--- src/hw/sacd_pkg.sv ---
// Package with register map, field layouts and decode tables for the stage config bank
package sacd_pkg;

  // Register bank geometry
  localparam int SACD_STAGES = 8;
  localparam int SACD_WORD_W = 16;
  localparam int SACD_SEL_W = 2;
  localparam int SACD_STAGE_W = 3;
  localparam int SACD_ADDR_W = SACD_STAGE_W + SACD_SEL_W;

  // Per-stage word select, relative to the stage base
  localparam logic [SACD_SEL_W-1:0] SACD_SEL_ROUTE = 2'h1;
  localparam logic [SACD_SEL_W-1:0] SACD_SEL_OFFSET = 2'h2;
  localparam logic [SACD_SEL_W-1:0] SACD_SEL_SENSE = 2'h3;

  // Routing word fields
  localparam int SACD_RT_ROUTE_LO = 0;
  localparam int SACD_RT_MODE_LO = 12;
  localparam int SACD_RT_MOFF_BIT = 14;
  localparam int SACD_RT_POFF_BIT = 15;

  // Offset word fields
  localparam int SACD_OF_MMAG_LO = 0;
  localparam int SACD_OF_MSWAP_BIT = 7;
  localparam int SACD_OF_PMAG_LO = 8;
  localparam int SACD_OF_PSWAP_BIT = 15;
  localparam int SACD_MAG_W = 6;

  // Sensitivity word fields
  localparam int SACD_SN_MTHR_LO = 0;
  localparam int SACD_SN_MPK_LO = 4;
  localparam int SACD_SN_PTHR_LO = 8;
  localparam int SACD_SN_PPK_LO = 12;

  // Reset value of all words; the hardware defines none, cleared here so decode starts known
  localparam logic [SACD_WORD_W-1:0] SACD_WORD_RST = 16'h0000;

  // Offset step in femtofarads per code (0.32 pF)
  localparam int SACD_OFFSET_STEP_FF = 320;

  // Routing of sense input 7
  typedef enum logic [1:0] {
    SACD_IN7_OPEN = 2'h0,
    SACD_IN7_NEG = 2'h1,
    SACD_IN7_POS = 2'h2,
    SACD_IN7_BIAS = 2'h3
  } sacd_route_t;

  // Measurement mode
  typedef enum logic [1:0] {
    SACD_MODE_BAD = 2'h0,
    SACD_MODE_SE_POS = 2'h1,
    SACD_MODE_SE_NEG = 2'h2,
    SACD_MODE_DIFF = 2'h3
  } sacd_mode_t;

  // Highest defined peak code and the peak level step
  localparam logic [2:0] SACD_PEAK_MAX_CODE = 3'h5;
  localparam logic [6:0] SACD_PEAK_BASE_PCT = 7'h28;
  localparam logic [6:0] SACD_PEAK_STEP_PCT = 7'h0a;

  // Threshold percentages in hundredths of a percent, codes 0 to 15
  localparam logic [13:0] SACD_THR_TABLE [16] = '{
    14'h09c4, 14'h0b9d, 14'h0d70, 14'h0f44, 14'h111b, 14'h12f0, 14'h14c3, 14'h1697,
    14'h186b, 14'h1a42, 14'h1c16, 14'h1dea, 14'h1fc0, 14'h2194, 14'h2368, 14'h253c};

  // Decoded front-end setup of one stage
  typedef struct packed {
    sacd_route_t in7Route;
    sacd_mode_t measMode;
    logic modeValid;
    logic [SACD_MAG_W-1:0] negOffMag;
    logic [SACD_MAG_W-1:0] posOffMag;
    logic [SACD_MAG_W-1:0] offToNeg;
    logic [SACD_MAG_W-1:0] offToPos;
    logic [13:0] negThrCentiPct;
    logic [13:0] posThrCentiPct;
    logic [6:0] negPeakPct;
    logic [6:0] posPeakPct;
  } sacd_setup_t;

endpackage

--- src/hw/sacd_stage_decode.sv ---
// Decoder turning one stage's three configuration words into front-end settings
`timescale 1ns/1ns
module sacd_stage_decode
  import sacd_pkg::*;
(
  input wire logic [SACD_WORD_W-1:0] routeWord,
  input wire logic [SACD_WORD_W-1:0] offsetWord,
  input wire logic [SACD_WORD_W-1:0] senseWord,
  output sacd_setup_t setup
);

  // Peak level: 40 % plus 10 % per code, undefined codes clamp to the top
  function automatic logic [6:0] peak_pct(input logic [2:0] code);
    logic [2:0] c;
    c = (code > SACD_PEAK_MAX_CODE) ? SACD_PEAK_MAX_CODE : code;
    return 7'(SACD_PEAK_BASE_PCT + 7'(c) * SACD_PEAK_STEP_PCT);
  endfunction

  // Effective magnitude: zero when the offset is switched off
  function automatic logic [SACD_MAG_W-1:0] gated(input logic off,
                                                 input logic [SACD_MAG_W-1:0] mag);
    return off ? '0 : mag;
  endfunction

  wire logic minusOff = routeWord[SACD_RT_MOFF_BIT];
  wire logic plusOff = routeWord[SACD_RT_POFF_BIT];
  wire logic minusSwap = offsetWord[SACD_OF_MSWAP_BIT];
  wire logic plusSwap = offsetWord[SACD_OF_PSWAP_BIT];
  wire logic [SACD_MAG_W-1:0] minusMag =
    gated(minusOff, offsetWord[SACD_OF_MMAG_LO +: SACD_MAG_W]);
  wire logic [SACD_MAG_W-1:0] plusMag =
    gated(plusOff, offsetWord[SACD_OF_PMAG_LO +: SACD_MAG_W]);

  assign setup.in7Route = sacd_route_t'(routeWord[SACD_RT_ROUTE_LO +: 2]);
  assign setup.measMode = sacd_mode_t'(routeWord[SACD_RT_MODE_LO +: 2]);
  assign setup.modeValid = (routeWord[SACD_RT_MODE_LO +: 2] != SACD_MODE_BAD);
  assign setup.negOffMag = minusMag;
  assign setup.posOffMag = plusMag;
  // Swap steers each offset to the opposite converter input
  assign setup.offToNeg =
    6'((minusSwap ? '0 : minusMag) + (plusSwap ? plusMag : '0));
  assign setup.offToPos =
    6'((minusSwap ? minusMag : '0) + (plusSwap ? '0 : plusMag));
  assign setup.negThrCentiPct = SACD_THR_TABLE[senseWord[SACD_SN_MTHR_LO +: 4]];
  assign setup.posThrCentiPct = SACD_THR_TABLE[senseWord[SACD_SN_PTHR_LO +: 4]];
  assign setup.negPeakPct = peak_pct(senseWord[SACD_SN_MPK_LO +: 3]);
  assign setup.posPeakPct = peak_pct(senseWord[SACD_SN_PPK_LO +: 3]);

endmodule

--- src/hw/sacd_stage_bank.sv ---
// Eight-stage configuration word bank with front-end decode of the active stage
`timescale 1ns/1ns
module sacd_stage_bank
  import sacd_pkg::*;
(
  input wire logic sys_clk,
  input wire logic rst_n,
  input wire logic regWrite,
  input wire logic [SACD_ADDR_W-1:0] regAddr,
  input wire logic [SACD_WORD_W-1:0] regWdata,
  output logic [SACD_WORD_W-1:0] regRdata,
  output logic regHit,
  input wire logic [SACD_STAGE_W-1:0] activeStage,
  output sacd_setup_t stageSetup,
  output logic modeError
);

  ////////////////////////////////////////////////////////////////////////////
  // Storage
  ////////////////////////////////////////////////////////////////////////////

  // One routing, offset and sensitivity word per stage
  logic [SACD_WORD_W-1:0] routeMem [SACD_STAGES];
  logic [SACD_WORD_W-1:0] offsetMem [SACD_STAGES];
  logic [SACD_WORD_W-1:0] senseMem [SACD_STAGES];

  // Address split into stage and word select
  wire logic [SACD_STAGE_W-1:0] addrStage = regAddr[SACD_ADDR_W-1:SACD_SEL_W];
  wire logic [SACD_SEL_W-1:0] addrSel = regAddr[SACD_SEL_W-1:0];
  wire logic selRoute = (addrSel == SACD_SEL_ROUTE);
  wire logic selOffset = (addrSel == SACD_SEL_OFFSET);
  wire logic selSense = (addrSel == SACD_SEL_SENSE);
  // Word 0 of each stage (input 0-6 routing) is not held here
  assign regHit = selRoute | selOffset | selSense;

  // Stored words; unused bits kept as written since the host must write zero
  always_ff @(posedge sys_clk) begin
    if (!rst_n) begin
      for (int i = 0; i < SACD_STAGES; i++) begin
        routeMem[i] <= SACD_WORD_RST;
        offsetMem[i] <= SACD_WORD_RST;
        senseMem[i] <= SACD_WORD_RST;
      end
    end else if (regWrite) begin
      if (selRoute) routeMem[addrStage] <= regWdata;
      if (selOffset) offsetMem[addrStage] <= regWdata;
      if (selSense) senseMem[addrStage] <= regWdata;
    end
  end

  ////////////////////////////////////////////////////////////////////////////
  // Readback
  ////////////////////////////////////////////////////////////////////////////

  // Read data mux; unmapped word reads as zero
  wire logic [SACD_WORD_W-1:0] next_regRdata =
    selRoute ? routeMem[addrStage] :
    selOffset ? offsetMem[addrStage] :
    selSense ? senseMem[addrStage] : '0;

  // Registered read data, one cycle after the address
  always_ff @(posedge sys_clk) begin
    if (!rst_n) regRdata <= '0;
    else regRdata <= next_regRdata;
  end

  ////////////////////////////////////////////////////////////////////////////
  // Decode of the active stage
  ////////////////////////////////////////////////////////////////////////////

  // Combinational decode of the stage the sequencer is converting
  sacd_setup_t next_stageSetup;
  sacd_stage_decode uDecode (
    .routeWord(routeMem[activeStage]),
    .offsetWord(offsetMem[activeStage]),
    .senseWord(senseMem[activeStage]),
    .setup(next_stageSetup)
  );

  // Setup registered so the front end sees clean levels
  always_ff @(posedge sys_clk) begin
    if (!rst_n) begin
      stageSetup <= '0;
      modeError <= 1'b0;
    end else begin
      stageSetup <= next_stageSetup;
      modeError <= ~next_stageSetup.modeValid;
    end
  end

  ////////////////////////////////////////////////////////////////////////////
  // Checks
  ////////////////////////////////////////////////////////////////////////////

  // Words of the stage under decode; the registered setup follows them one edge later
  wire logic [SACD_WORD_W-1:0] curRoute = routeMem[activeStage];
  wire logic [SACD_WORD_W-1:0] curOffset = offsetMem[activeStage];
  wire logic [SACD_WORD_W-1:0] curSense = senseMem[activeStage];
  // Field views of those words, so the checks read like the field map
  wire logic [1:0] curIn7 = curRoute[SACD_RT_ROUTE_LO +: 2];
  wire logic [1:0] curMode = curRoute[SACD_RT_MODE_LO +: 2];
  wire logic curMinusOff = curRoute[SACD_RT_MOFF_BIT];
  wire logic curPlusOff = curRoute[SACD_RT_POFF_BIT];
  wire logic curMinusSwap = curOffset[SACD_OF_MSWAP_BIT];
  wire logic curPlusSwap = curOffset[SACD_OF_PSWAP_BIT];
  wire logic [SACD_MAG_W-1:0] curMinusMag = curOffset[SACD_OF_MMAG_LO +: SACD_MAG_W];
  wire logic [SACD_MAG_W-1:0] curPlusMag = curOffset[SACD_OF_PMAG_LO +: SACD_MAG_W];
  wire logic [3:0] curMinusThr = curSense[SACD_SN_MTHR_LO +: 4];
  wire logic [3:0] curPlusThr = curSense[SACD_SN_PTHR_LO +: 4];
  wire logic [2:0] curMinusPk = curSense[SACD_SN_MPK_LO +: 3];
  wire logic [2:0] curPlusPk = curSense[SACD_SN_PPK_LO +: 3];
endmodule

--- config.mk ---
export PLATFORM = sky130hd
export DESIGN_NAME = sacd_stage_bank
export DESIGN_NICKNAME = d
export VERILOG_FILES = /design/src/hw/sacd_pkg.sv /design/src/hw/sacd_stage_decode.sv /design/src/hw/sacd_stage_bank.sv
export SDC_FILE = /design/constraint.sdc
export NUM_CORES = 1
export LEC_CHECK = 0
export BUFFER_PORTS_ARGS = -buffer_cell sky130_fd_sc_hd__buf_2
export CAP_MARGIN = 30
export CORE_MARGIN = 1
export CORE_UTILIZATION = 40
export DETAILED_ROUTE_END_ITERATION = 8
export HOLD_SLACK_MARGIN = 0.06
export REMOVE_ABC_BUFFERS = 1
export SYNTH_ARGS = -nofsm -noshare
export SYNTH_HDL_FRONTEND = slang
export SYNTH_HIERARCHICAL = 1
export SYNTH_SLANG_ARGS = --single-unit
--- constraint.sdc ---
create_clock -name sys_clk -period 4.1 [get_ports sys_clk]
set_clock_uncertainty 0.05 [all_clocks]
set_input_delay 0.205 -clock sys_clk [delete_from_list [all_inputs] [get_ports sys_clk]]
set_output_delay 0.205 -clock sys_clk [all_outputs]
set_load 0.02 [all_outputs]
# == Word level (Yosys, flattened, before mapping) ==
# Memories as Yosys holds them, arrays and structs flattened. A register that Yosys moved wholly into a read port is not among the register bits.
# Cells that the tools add are included.
# totals
ff_bits,60
ramBits,384
romBits,448
inputBits,27
output_inout_bits,89
wordCells,71
mem_count,5
# mem_list
memory,words,word_bits,read_ports,rd_ports_with_merged_regs,write_ports,line_no,rtl
(no name shown),16,14,1,1,0,sacd_stage_decode.sv:44,assign setup.negThrCentiPct = SACD_THR_TABLE[senseWord[SACD_SN_MTHR_LO +: 4]];
(no name shown),16,14,1,1,0,sacd_stage_decode.sv:45,assign setup.posThrCentiPct = SACD_THR_TABLE[senseWord[SACD_SN_PTHR_LO +: 4]];
offsetMem,8,16,2,0,8,sacd_stage_bank.sv:24,logic [SACD_WORD_W-1:0] offsetMem [SACD_STAGES];
routeMem,8,16,2,0,8,sacd_stage_bank.sv:23,logic [SACD_WORD_W-1:0] routeMem [SACD_STAGES];
senseMem,8,16,2,0,8,sacd_stage_bank.sv:25,logic [SACD_WORD_W-1:0] senseMem [SACD_STAGES];
# op_classes
add_sub_neg,4
mul,2
magnitude_cmp,2
n_eq_ne,3
n_mux,33
bitwise_logic,5
n_reduce_logical,6
# op_table
cell,n
16-bit 2-to-1 mux,6
16-bit OR reduction,3
6-bit 2-to-1 mux,6
1-bit 2-to-1 mux,16
3-bit 2-to-1 mux,5
6-bit by 7-bit adder with 7-bit output (first input constant),2
6-bit adder,2
3-bit by 3-bit multiplier with 6-bit output (second input constant),2
4-bit inverter with 5-bit output,2
3-bit > comparator (second input constant),2
2-bit equality test (second input constant),2
2-bit by 1-bit equality test with 1-bit output (second input constant),1
1-bit logical NOT,2
1-bit OR,2
2-bit nonzero test,1
1-bit inverter,1

# == Depth between registers and ports, before layout ==
# Gate-level depths: netlist of run 1.
# depth
word_depth,7
mapped_depth,15
mapped_depth_nobuf,12

# == Modules after synthesis ==
# The synthesis of run 1 kept the hierarchy.
# modules_own_cells
module,n_inst,cells_per_inst,area_each_um2
sacd_stage_bank,1,1641,23128.4
sacd_stage_decode,1,213,1552.7

# == Worst setup path after synthesis of run 1 ==
# Ideal clock, no wire load.
# synth_timing
path_type,input-to-reg
startpoint,input port activeStage[0]
endpoint,register stageSetup[52] (netlist name)
setup_ns,0.115
arrival_time_ns,3.076
required_time_ns,3.935
setup_slack_ns,0.859
cell_stages,15
path_buffers,3
path_cell_list,clkbuf_1 buf_6 buf_4 mux4_2 mux2_2 and2b_1 nor2b_1 ha_1 inv_1 fa_1 inv_1 a21o_1 a21oi_1 xnor2_1 and2_1
# synth_rtl
item,line_no,rtl
"start, declared",sacd_stage_bank.sv:13,"input wire logic [SACD_STAGE_W-1:0] activeStage,"
"end signal, assigned",sacd_stage_bank.sv:86,stageSetup <= next_stageSetup;
"end, declared",sacd_stage_bank.sv:14,"output sacd_setup_t stageSetup,"

==> flow_metrics.env, run 1 <==
export IMPL_slew_headroom=0.2983
export IMPL_cts_resized=0
export IMPL_cts_hold_buffers_added=0
export IMPL_die_h_um=246.4
export IMPL_fmax_mhz=322.3
export IMPL_clock_sinks=472
export IMPL_irDropWorstVdd_mv=0.3594
export IMPL_maxCapViolCount=0
export IMPL_grt_antenna_before_repair=5
export IMPL_crit_arrival_ns=3.55
export IMPL_clockBufferDepth=3
export IMPL_drive_above_1_share=0.2446
export IMPL_hold_path_class="in -> reg"
export IMPL_criticalPathCategory="reg -> reg"
export IMPL_grt_pass1_wl_um=105100
export IMPL_rsz0062_at_grt="no"
export IMPL_start_kind="flop"
export IMPL_syn_avg_cell_area_sq_um=13.19
export IMPL_powerDensity_mw_per_mm2=454.9
export IMPL_h_tree_depth=2
export IMPL_setup_ws_ns=0.9977
export IMPL_coreArea_sq_mm=0.05902
export IMPL_drtAntennaViolNets=0
export IMPL_required_ns=4.55
export IMPL_grt_pass1_vias=15620
export IMPL_regArea_sq_mm=0.01329
export IMPL_viasPerCell=5.801
export IMPL_hpwl_um=45690
export IMPL_nets=1946
export IMPL_dieArea_sq_mm=0.06071
export IMPL_setup_viol_count_final=0
export IMPL_p_seq_frac=0.457
export IMPL_clkPwrFrac=0.409
export IMPL_total_leakage_power_nw=10.14
export IMPL_worst_path_max_fanout=6
export IMPL_critPathCaptureType="flop"
export IMPL_internal_power_mw=9.183
export IMPL_finalMaxSlewViolations=0
export IMPL_dieWidth_um=246.4
export IMPL_clk_pin_slew_ns=0.06
export IMPL_synth_cells=1812
export IMPL_met1_usage=0.3125
export IMPL_ioPinCount=116
export IMPL_multi_input_area_sq_mm=0.009672
export IMPL_start_util=0.4048
export IMPL_final_hold_viol_count=0
export IMPL_post_cts_repair_setup_buffers=0
export IMPL_grt_max_degree=63
export IMPL_power_share_combinational=0.134
export IMPL_cts_buffers=53
export IMPL_synth_area_sq_mm=0.02389
export IMPL_wl_um=72590
export IMPL_p_switching_mw=3.118
export IMPL_clkLatencyLatePin_ns=0.62
export IMPL_dr_first_iter_drc_count=1617
export IMPL_switching_share=0.2535
export IMPL_holdWs_ns=0.1044
export IMPL_finalCritPeriodShare=0.7567
export IMPL_place_gp_congestion=0.8554
export IMPL_period_needed_ns=3.102
export IMPL_tns_ns=0
export IMPL_cts_root_buf="clkbuf_16"
export IMPL_rows=89
export IMPL_wl_per_cell_um=26.80
export IMPL_use_met2=0.3917
export IMPL_fillCellCount=5280
export IMPL_post_place_ws_ns=0.6365
export IMPL_tightest_slew_ns=1.051
export IMPL_area_growth_pct=13.18
export IMPL_tritoncts="done"
export IMPL_status="completed"
export IMPL_overflow=0
export IMPL_drc=0
export IMPL_first_pass_iters=5
export IMPL_use_met3=0.05207
export IMPL_grtUsageTotal=0.2396
export IMPL_port_buffers=115
export IMPL_ys_warn_count=6
export IMPL_via_count=15720
export IMPL_top_usage_layer="met2"
## stage by stage
| stage | area [sq um] | cells | total power, mW | util |
|---|---|---|---|---|
| final | 27040 | 2709 | 12.30 | 0.4582 |
| after global placement | 25150 | 2604 | 7.334 | 0.4262 |
| after detailed placement | 25180 | 2606 | 7.361 | 0.4267 |
| after global routing | 27040 | 2707 | 12.69 | 0.4581 |
| after CTS | 27020 | 2706 | 12.39 | 0.4578 |
| after floorplan | 23000 | 1648 | 6.638 | - |
## final timing paths
path	to	start	slack (ns)	cells after the start
setup / recovery	stageSetup[52]$_SDFF_PN0_	routeMem[6][14]$_SDFFCE_PN0P_	1.0	12
hold / removal	modeError$_SDFF_PN0_	rst_n	0.10	2
setup reg to reg	stageSetup[52]$_SDFF_PN0_	routeMem[6][14]$_SDFFCE_PN0P_	1.0	12
hold reg to reg	regRdata[5]$_SDFF_PN0_	senseMem[2][5]$_SDFFCE_PN0P_	0.68	2
## critical path, stage by stage (launching register included)
cell	delay, ns
edfxtp_1	0.41
mux4_2	0.48
mux2_2	0.39
and2b_1	0.25
nor2b_1	0.14
ha_1	0.22
inv_1	0.08
fa_1	0.46
inv_1	0.08
a21o_1	0.10
a21oi_1	0.07
xnor2_1	0.12
and2_1	0.15
## registers in the layout, indices dropped and copies added, names as in the netlist
| name | cells |
|---|---|
| modeError | 1 |
| offsetMem | 128 |
| regRdata | 16 |
| routeMem | 128 |
| senseMem | 128 |
| stageSetup | 71 |
## routing by layer
metal	vias to the layer above	part of all wire
li1	6803	-
met1	7971	0.40
met2	769	0.47
met3	165	0.089
met4	8	0.034
met5	-	0.00077
## power groups by stage
stage,Clock [mW],Combinational (mW),Sequential [mW]
after detailed placement,0,1.64,5.72
after floorplan,0,0.815,5.82
after CTS,5.13,1.65,5.62
final,5.03,1.65,5.63
after global placement,0,1.63,5.71
after global routing,5.27,1.77,5.65
## cell type report
| cell class | count | share of cell area |
|---|---|---|
| sequential | 472 | 0.4916 |
| multi-input combinational | 1155 | 0.3577 |
| clock buffer | 70 | 0.05483 |
| timing repair buffer | 186 | 0.04391 |
| tap | 773 | 0.03577 |
| clock inverter | 30 | 0.01314 |
| inverter | 21 | 0.002915 |
| antenna | 2 | 0.0001851 |
## cells in the final DEF (no fill, tap or decap), types with 9 or more instances in the layout
| cell | n |
|---|---|
| nor2_1 | 32 |
| a221oi_1 | 33 |
| clkinv_2 | 12 |
| o22ai_1 | 9 |
| a22o_1 | 10 |
| a21oi_1 | 27 |
| inv_1 | 20 |
| o21ai_0 | 37 |
| and2b_1 | 13 |
| o211ai_1 | 11 |
| o21ai_1 | 10 |
| nand2b_1 | 14 |
| a21o_1 | 10 |
| mux2i_1 | 57 |
| and2_1 | 468 |
| nor2_2 | 16 |
| edfxtp_1 | 384 |
| buf_4 | 70 |
| o221ai_1 | 9 |
| nor2b_1 | 20 |
| o21ai_2 | 10 |
| clkbuf_16 | 55 |
| a22oi_1 | 24 |
| dfxtp_1 | 88 |
| buf_2 | 109 |
| nand2_1 | 56 |
| xnor2_1 | 13 |
| mux4_2 | 91 |
| clkbuf_1 | 10 |
| mux2_2 | 53 |
| ha_1 | 28 |
Power figures use the tool's default switching activity.
==> inputs of run 2 (changes only) <==
--- a/config.mk
+++ b/config.mk
@@ -5,6 +5,7 @@
 export SDC_FILE = /design/constraint.sdc
 export NUM_CORES = 1
 export LEC_CHECK = 0
+export ABC_AREA = 1
 export BUFFER_PORTS_ARGS = -buffer_cell sky130_fd_sc_hd__buf_2
 export CAP_MARGIN = 30
 export CORE_MARGIN = 1
==> constraint.sdc (replaced) <==
create_clock -name sys_clk -period 3 [get_ports sys_clk]
set_clock_uncertainty 0.05 [all_clocks]
set_input_delay 0.15 -clock sys_clk [delete_from_list [all_inputs] [get_ports sys_clk]]
set_output_delay 0.15 -clock sys_clk [all_outputs]
set_load 0.02 [all_outputs]
==> run 2 against run 1 <==
Compared with the run above:
- register-to-register slack worse by 0.88 ns
- critical path depth is 3 higher
- total power is 37% higher
- critical endpoint is now stageSetup[46]$_SDFF_PN0_
- the run now ends with DRC left
- fmax is 7.7% higher
- largest power group unchanged
==> flow_metrics.env, run 2 <==
export IMPL_hpwl_um=52110
export IMPL_startpoint="routeMem[4][14]$_SDFFCE_PN0P_"
export IMPL_start_kind="flop"
export IMPL_dr_first_iter_drc_count=2343
export IMPL_post_cts_repair_setup_buffers=0
export IMPL_rows=89
export IMPL_switching_share=0.2743
export IMPL_nets=3163
export IMPL_clkPwrFrac=0.406
export IMPL_final_cells=3925
export IMPL_power_share_combinational=0.141
export IMPL_antenna_cells=0
export IMPL_via_count=20870
export IMPL_grt_antenna_before_repair=1
export IMPL_period_needed_ns=2.879
export IMPL_place_gp_congestion=0.9274
export IMPL_cts_resized=0
export IMPL_setup_viol_count_final=0
export IMPL_syn_avg_cell_area_sq_um=8.004
export IMPL_dieArea_sq_mm=0.06110
export IMPL_clk_pin_slew_ns=0.06
export IMPL_start_util=0.4059
export IMPL_die_h_um=247.2
export IMPL_use_met3=0.03592
export IMPL_first_pass_iters=9
export IMPL_overflow=0
export IMPL_met1_usage=0.3579
export IMPL_synth_area_sq_mm=0.02404
export IMPL_area_growth_pct=16.05
export IMPL_cts_hold_buffers_added=17
export IMPL_crit_chain="inv_1, a21oi_1, o21ai_0, nand2_1, nor2_1, a31oi_1, buf_4, nor3_1, ha_1, fa_1, nand3_1, nand2_1, xor2_1, nand2_1, inv_1"
export IMPL_wl_per_cell_um=20.20
export IMPL_total_leakage_power_nw=13.07
export IMPL_critPathCaptureType="flop"
export IMPL_setup_ws_ns=0.1206
export IMPL_clock_sinks=472
export IMPL_maxCapViolCount=0
export IMPL_h_tree_depth=2
export IMPL_clockBufferDepth=3
export IMPL_crit_slowest_cell="a31oi_1"
export IMPL_clkLatencyLatePin_ns=0.65
export IMPL_final_cell_mix="nand2_1 (996), nor2_1 (528), edfxtp_1 (384)"
export IMPL_grt_max_degree=108
export IMPL_port_buffers=115
export IMPL_finalCritPeriodShare=0.9598
export IMPL_p_switching_mw=4.623
export IMPL_criticalPathCategory="reg -> reg"
export IMPL_ioPinCount=116
export IMPL_coreArea_sq_mm=0.05924
export IMPL_hold_start="regWdata[7]"
export IMPL_final_common_cell="nand2_1"
export IMPL_p_seq_frac=0.454
export IMPL_internal_power_mw=12.23
export IMPL_finalMaxSlewViolations=0
export IMPL_worstReg2RegStart="routeMem[4][14]$_SDFFCE_PN0P_"
export IMPL_dp_cells=3806
export IMPL_worst_path_buf_inv=3
export IMPL_slew_headroom=0.3623
export IMPL_top_regs="offsetMem (128), routeMem (128), senseMem (128)"
export IMPL_final_util=0.4710
export IMPL_wl_um=79290
export IMPL_power_mw=16.86
export IMPL_hold_path_class="in -> reg"
export IMPL_fmax_mhz=347.3
export IMPL_grtUsageTotal=0.2599
export IMPL_drc=7
export IMPL_final_hold_viol_count=0
export IMPL_tritoncts="done"
export IMPL_dieWidth_um=247.2
export IMPL_worst_path_max_fanout=11
export IMPL_irDropWorstVdd_mv=0.4236
export IMPL_tightest_slew_ns=0.9542
export IMPL_cts_buffers=54
export IMPL_ys_warn_count=6
export IMPL_status="complete, but fails checks"
export IMPL_use_met2=0.4140
export IMPL_crit_top_cell="nand2_1"
export IMPL_cp_top_family="compound AO/OA/AOI/OAI gates"
export IMPL_drive_above_1_share=0.1209
export IMPL_fillCellCount=5840
export IMPL_slowest_delay_ns=0.50
export IMPL_rsz0062_at_grt="no"
export IMPL_synth_cells=3004
export IMPL_top_usage_layer="met2"
export IMPL_viasPerCell=5.317
export IMPL_drtAntennaViolNets=0
export IMPL_grt_pass1_wl_um=118900
export IMPL_cts_root_buf="clkbuf_16"
export IMPL_post_place_ws_ns=0.04890
export IMPL_violations="DRC"
export IMPL_powerDensity_mw_per_mm2=604.1
export IMPL_required_ns=3.44
export IMPL_crit_arrival_ns=3.32
export IMPL_grt_pass1_vias=19470
## run 2: routing by layer
metal  vias up  routed length (um)
met4         2                2725
met3       142                6377
met2       971               36340
met5         -                  13
met1     10010               33830
li1       9749                   -
## run 2: area by class of cell
type / count / area [sq um] / area share
multi-input combinational: 2055 / 8830 / 0.3164
tap: 773 / 967.2 / 0.03466
inverter: 255 / 960.9 / 0.03444
clock buffer: 75 / 1648 / 0.05906
sequential: 472 / 13290 / 0.4764
clock inverter: 27 / 224.0 / 0.008027
timing repair buffer: 268 / 1981 / 0.07098
## run 2: power groups by stage
| stage | clock [mW] | sequential [mW] | combinational [mW] |
|---|---|---|---|
| floorplan | 0 | 7.90 | 1.16 |
| global placement | 0 | 7.77 | 2.31 |
| detailed placement | 0 | 7.78 | 2.34 |
| CTS | 6.94 | 7.65 | 2.36 |
| global route | 7.17 | 7.69 | 2.61 |
| finish | 6.84 | 7.65 | 2.37 |
## run 2: stage by stage
step	hold slack, ns	cell area (sq um)	TNS, ns
global route	0.09614	27900	0
global placement	0.5155	25810	0
detailed placement	0.5145	25860	0
floorplan	0.1935	23080	-117.17
CTS	0.06456	27900	0
finish	0.08507	27900	0
## run 2: path summary, 6_finish.rpt
path,cells after the start,slack (ns),end
worst min register to register,4,0.70,regRdata[14]$_SDFF_PN0_
worst max register to register,15,0.12,stageSetup[46]$_SDFF_PN0_
worst min-delay path,4,0.09,routeMem[0][7]$_SDFFCE_PN0P_
worst max-delay path,15,0.12,stageSetup[46]$_SDFF_PN0_
## run 2: worst reg2reg max path: cells and delay by family, from the launching register on
family	cells	cell delay [ns]
adders and majority gates	2	0.70
xor gates and xnor gates	1	0.14
buffers and inverters	3	0.39
and+or+nand+nor	6	0.43
AOI/OAI and AO/OA	3	0.71
DFF	1	0.32
==> inputs of run 3 (changes only) <==
--- a/config.mk
+++ b/config.mk
@@ -8,10 +8,13 @@
 export ABC_AREA = 1
 export BUFFER_PORTS_ARGS = -buffer_cell sky130_fd_sc_hd__buf_2
 export CAP_MARGIN = 30
+export CELL_PAD_IN_SITES_DETAIL_PLACEMENT = 1
+export CELL_PAD_IN_SITES_GLOBAL_PLACEMENT = 2
 export CORE_MARGIN = 1
-export CORE_UTILIZATION = 40
+export CORE_UTILIZATION = 37
 export DETAILED_ROUTE_END_ITERATION = 8
 export HOLD_SLACK_MARGIN = 0.06
+export PLACE_DENSITY_LB_ADDON = 0.1
 export REMOVE_ABC_BUFFERS = 1
 export SYNTH_ARGS = -nofsm -noshare
 export SYNTH_HDL_FRONTEND = slang
==> run 3 against run 2 <==
Compared with the run above:
- sequential cell count unchanged
- fmax rose by 6.5%
- sequential power about the same
- core utilization decreased by 3.5 points
- die area up 8.0%
- final cell count up 2.3%
- the run now ends clean
- non-clock buffer count is 11 higher
- critical path depth increased by 5
==> flow_metrics.env, run 3 (same netlist as run 2, synthesis figures left out) <==
export IMPL_status="completed"
export IMPL_overflow=0
export IMPL_cp_top_family="simple AND/OR/NAND/NOR gates"
export IMPL_period_needed_ns=2.704
export IMPL_dieArea_sq_mm=0.06601
export IMPL_dr_first_iter_drc_count=1401
export IMPL_final_hold_viol_count=0
export IMPL_tightest_slew_ns=0.8890
export IMPL_drive_above_1_share=0.1247
export IMPL_crit_arrival_ns=3.16
export IMPL_viasPerCell=5.208
export IMPL_coreArea_sq_mm=0.06435
export IMPL_hold_start="regAddr[1]"
export IMPL_clk_pin_slew_ns=0.06
export IMPL_total_leakage_power_nw=13.11
export IMPL_post_place_ws_ns=0.01523
export IMPL_dp_cells=3912
export IMPL_grt_max_degree=144
export IMPL_cts_root_buf="clkbuf_16"
export IMPL_fmax_mhz=369.9
export IMPL_area_growth_pct=16.71
export IMPL_grt_antenna_before_repair=1
export IMPL_tritoncts="done"
export IMPL_crit_slowest_cell="a31oi_2"
export IMPL_antenna_cells=0
export IMPL_grt_pass1_vias=21620
export IMPL_worst_path_buf_inv=5
export IMPL_irDropWorstVdd_mv=0.4733
export IMPL_h_tree_depth=2
export IMPL_wl_per_cell_um=22.26
export IMPL_setup_ws_ns=0.2964
export IMPL_dieWidth_um=256.9
export IMPL_cts_resized=0
export IMPL_clockBufferDepth=3
export IMPL_start_util=0.3737
export IMPL_via_count=20910
export IMPL_power_mw=16.60
export IMPL_crit_top_cell="nand2_1"
export IMPL_first_pass_iters=5
export IMPL_hpwl_um=61170
export IMPL_cts_buffers=55
export IMPL_tns_ns=0
export IMPL_port_buffers=115
export IMPL_finalMaxSlewViolations=0
export IMPL_maxCapViolCount=0
export IMPL_drtAntennaViolNets=0
export IMPL_final_cell_mix="nand2_1 (996), nor2_1 (528), edfxtp_1 (384)"
export IMPL_hold_path_class="in -> reg"
export IMPL_holdWs_ns=0.08678
export IMPL_powerDensity_mw_per_mm2=591.7
export IMPL_ioPinCount=116
export IMPL_criticalPathCategory="reg -> reg"
export IMPL_clkLatencyLatePin_ns=0.61
export IMPL_crit_chain="inv_1, a21oi_1, o21ai_0, nand2_1, nor2_1, a31oi_2, buf_4, nor2_1, nand2_1, inv_1, ha_1, nand2_1, nand2_1, nand2_1, nand2_1, inv_1, nand2_1, nand2_1, nand2_1, inv_1"
export IMPL_worstReg2RegStart="routeMem[4][14]$_SDFFCE_PN0P_"
export IMPL_worst_path_max_fanout=12
export IMPL_place_gp_congestion=0.8793
export IMPL_top_regs="offsetMem (128), routeMem (128), senseMem (128)"
export IMPL_final_cells=4015
export IMPL_rows=93
export IMPL_required_ns=3.46
export IMPL_start_kind="flop"
export IMPL_final_common_cell="nand2_1"
export IMPL_post_cts_repair_setup_buffers=0
export IMPL_setup_viol_count_final=0
export IMPL_regArea_sq_mm=0.01329
export IMPL_multi_input_area_sq_mm=0.008836
export IMPL_critPathCaptureType="flop"
export IMPL_slowest_delay_ns=0.43
export IMPL_grt_pass1_wl_um=134200
export IMPL_rsz0062_at_grt="no"
export IMPL_die_h_um=256.9
export IMPL_fillCellCount=7735
export IMPL_slew_headroom=0.4067
export IMPL_startpoint="routeMem[4][14]$_SDFFCE_PN0P_"
export IMPL_clock_sinks=472
export IMPL_wl_um=89390
export IMPL_nets=3175
export IMPL_drc=0
export IMPL_finalCritPeriodShare=0.9012
export IMPL_grtUsageTotal=0.2712
==> run 3: routing by layer <==
metal / vias to the layer above / part of all wire / track usage
met1: 10430 / 0.44 / 0.3591
met4: 2 / 0.028 / 0.08201
met5: - / 0.000078 / 0
met2: 566 / 0.47 / 0.4565
li1: 9769 / - / -
met3: 140 / 0.058 / 0.04088
==> run 3: repair_timing <==
| action | 4_1_cts | 5_1_grt |
|---|---|---|
| endpoints found under the hold margin | 25 | 0 |
| setup endpoints to repair | 0 | 0 |
| hold buffers | 4 | 0 |
==> run 3: final cells by class <==
class / instances / share of cell area
clock buffer: 76 / 0.05364
clock inverter: 23 / 0.006643
inverter: 255 / 0.03424
multi-input combinational: 2055 / 0.3149
sequential: 472 / 0.4737
tap: 855 / 0.03812
timing repair buffer: 279 / 0.07879
==> run 3: path summary, 6_finish.rpt <==
kind | endpoint | slack, ns | depth (start not counted)
worst max-delay path | stageSetup[53]$_SDFF_PN0_ | 0.30 | 20
worst min-delay path | regRdata[10]$_SDFF_PN0_ | 0.09 | 5
worst min register to register | regRdata[10]$_SDFF_PN0_ | 0.69 | 6
worst max register to register | stageSetup[53]$_SDFF_PN0_ | 0.30 | 20
==> run 3: through the flow <==
step	utilization	area (sq um)
3_5_place_dp	0.4092	26330
5_1_grt	0.4361	28060
2_1_floorplan	-	23080
6_report	0.4361	28060
4_1_cts	0.4361	28060
3_3_place_gp	0.4075	26220
==> run 3: where the power goes <==
group / switching (mW) / internal, mW / total [mW]
Combinational: 1.73 / 0.762 / 2.49
Clock: 2.73 / 3.73 / 6.46
Sequential: 0.160 / 7.49 / 7.65
Total: 4.62 / 12.0 / 16.6
==> run 3: tightest hold or removal path, stage by stage <==
cell and delay, ns:
buf_2 0.15, nor2_1 0.15, nand3_1 0.11, nand2_1 0.04
nor2_1 0.09
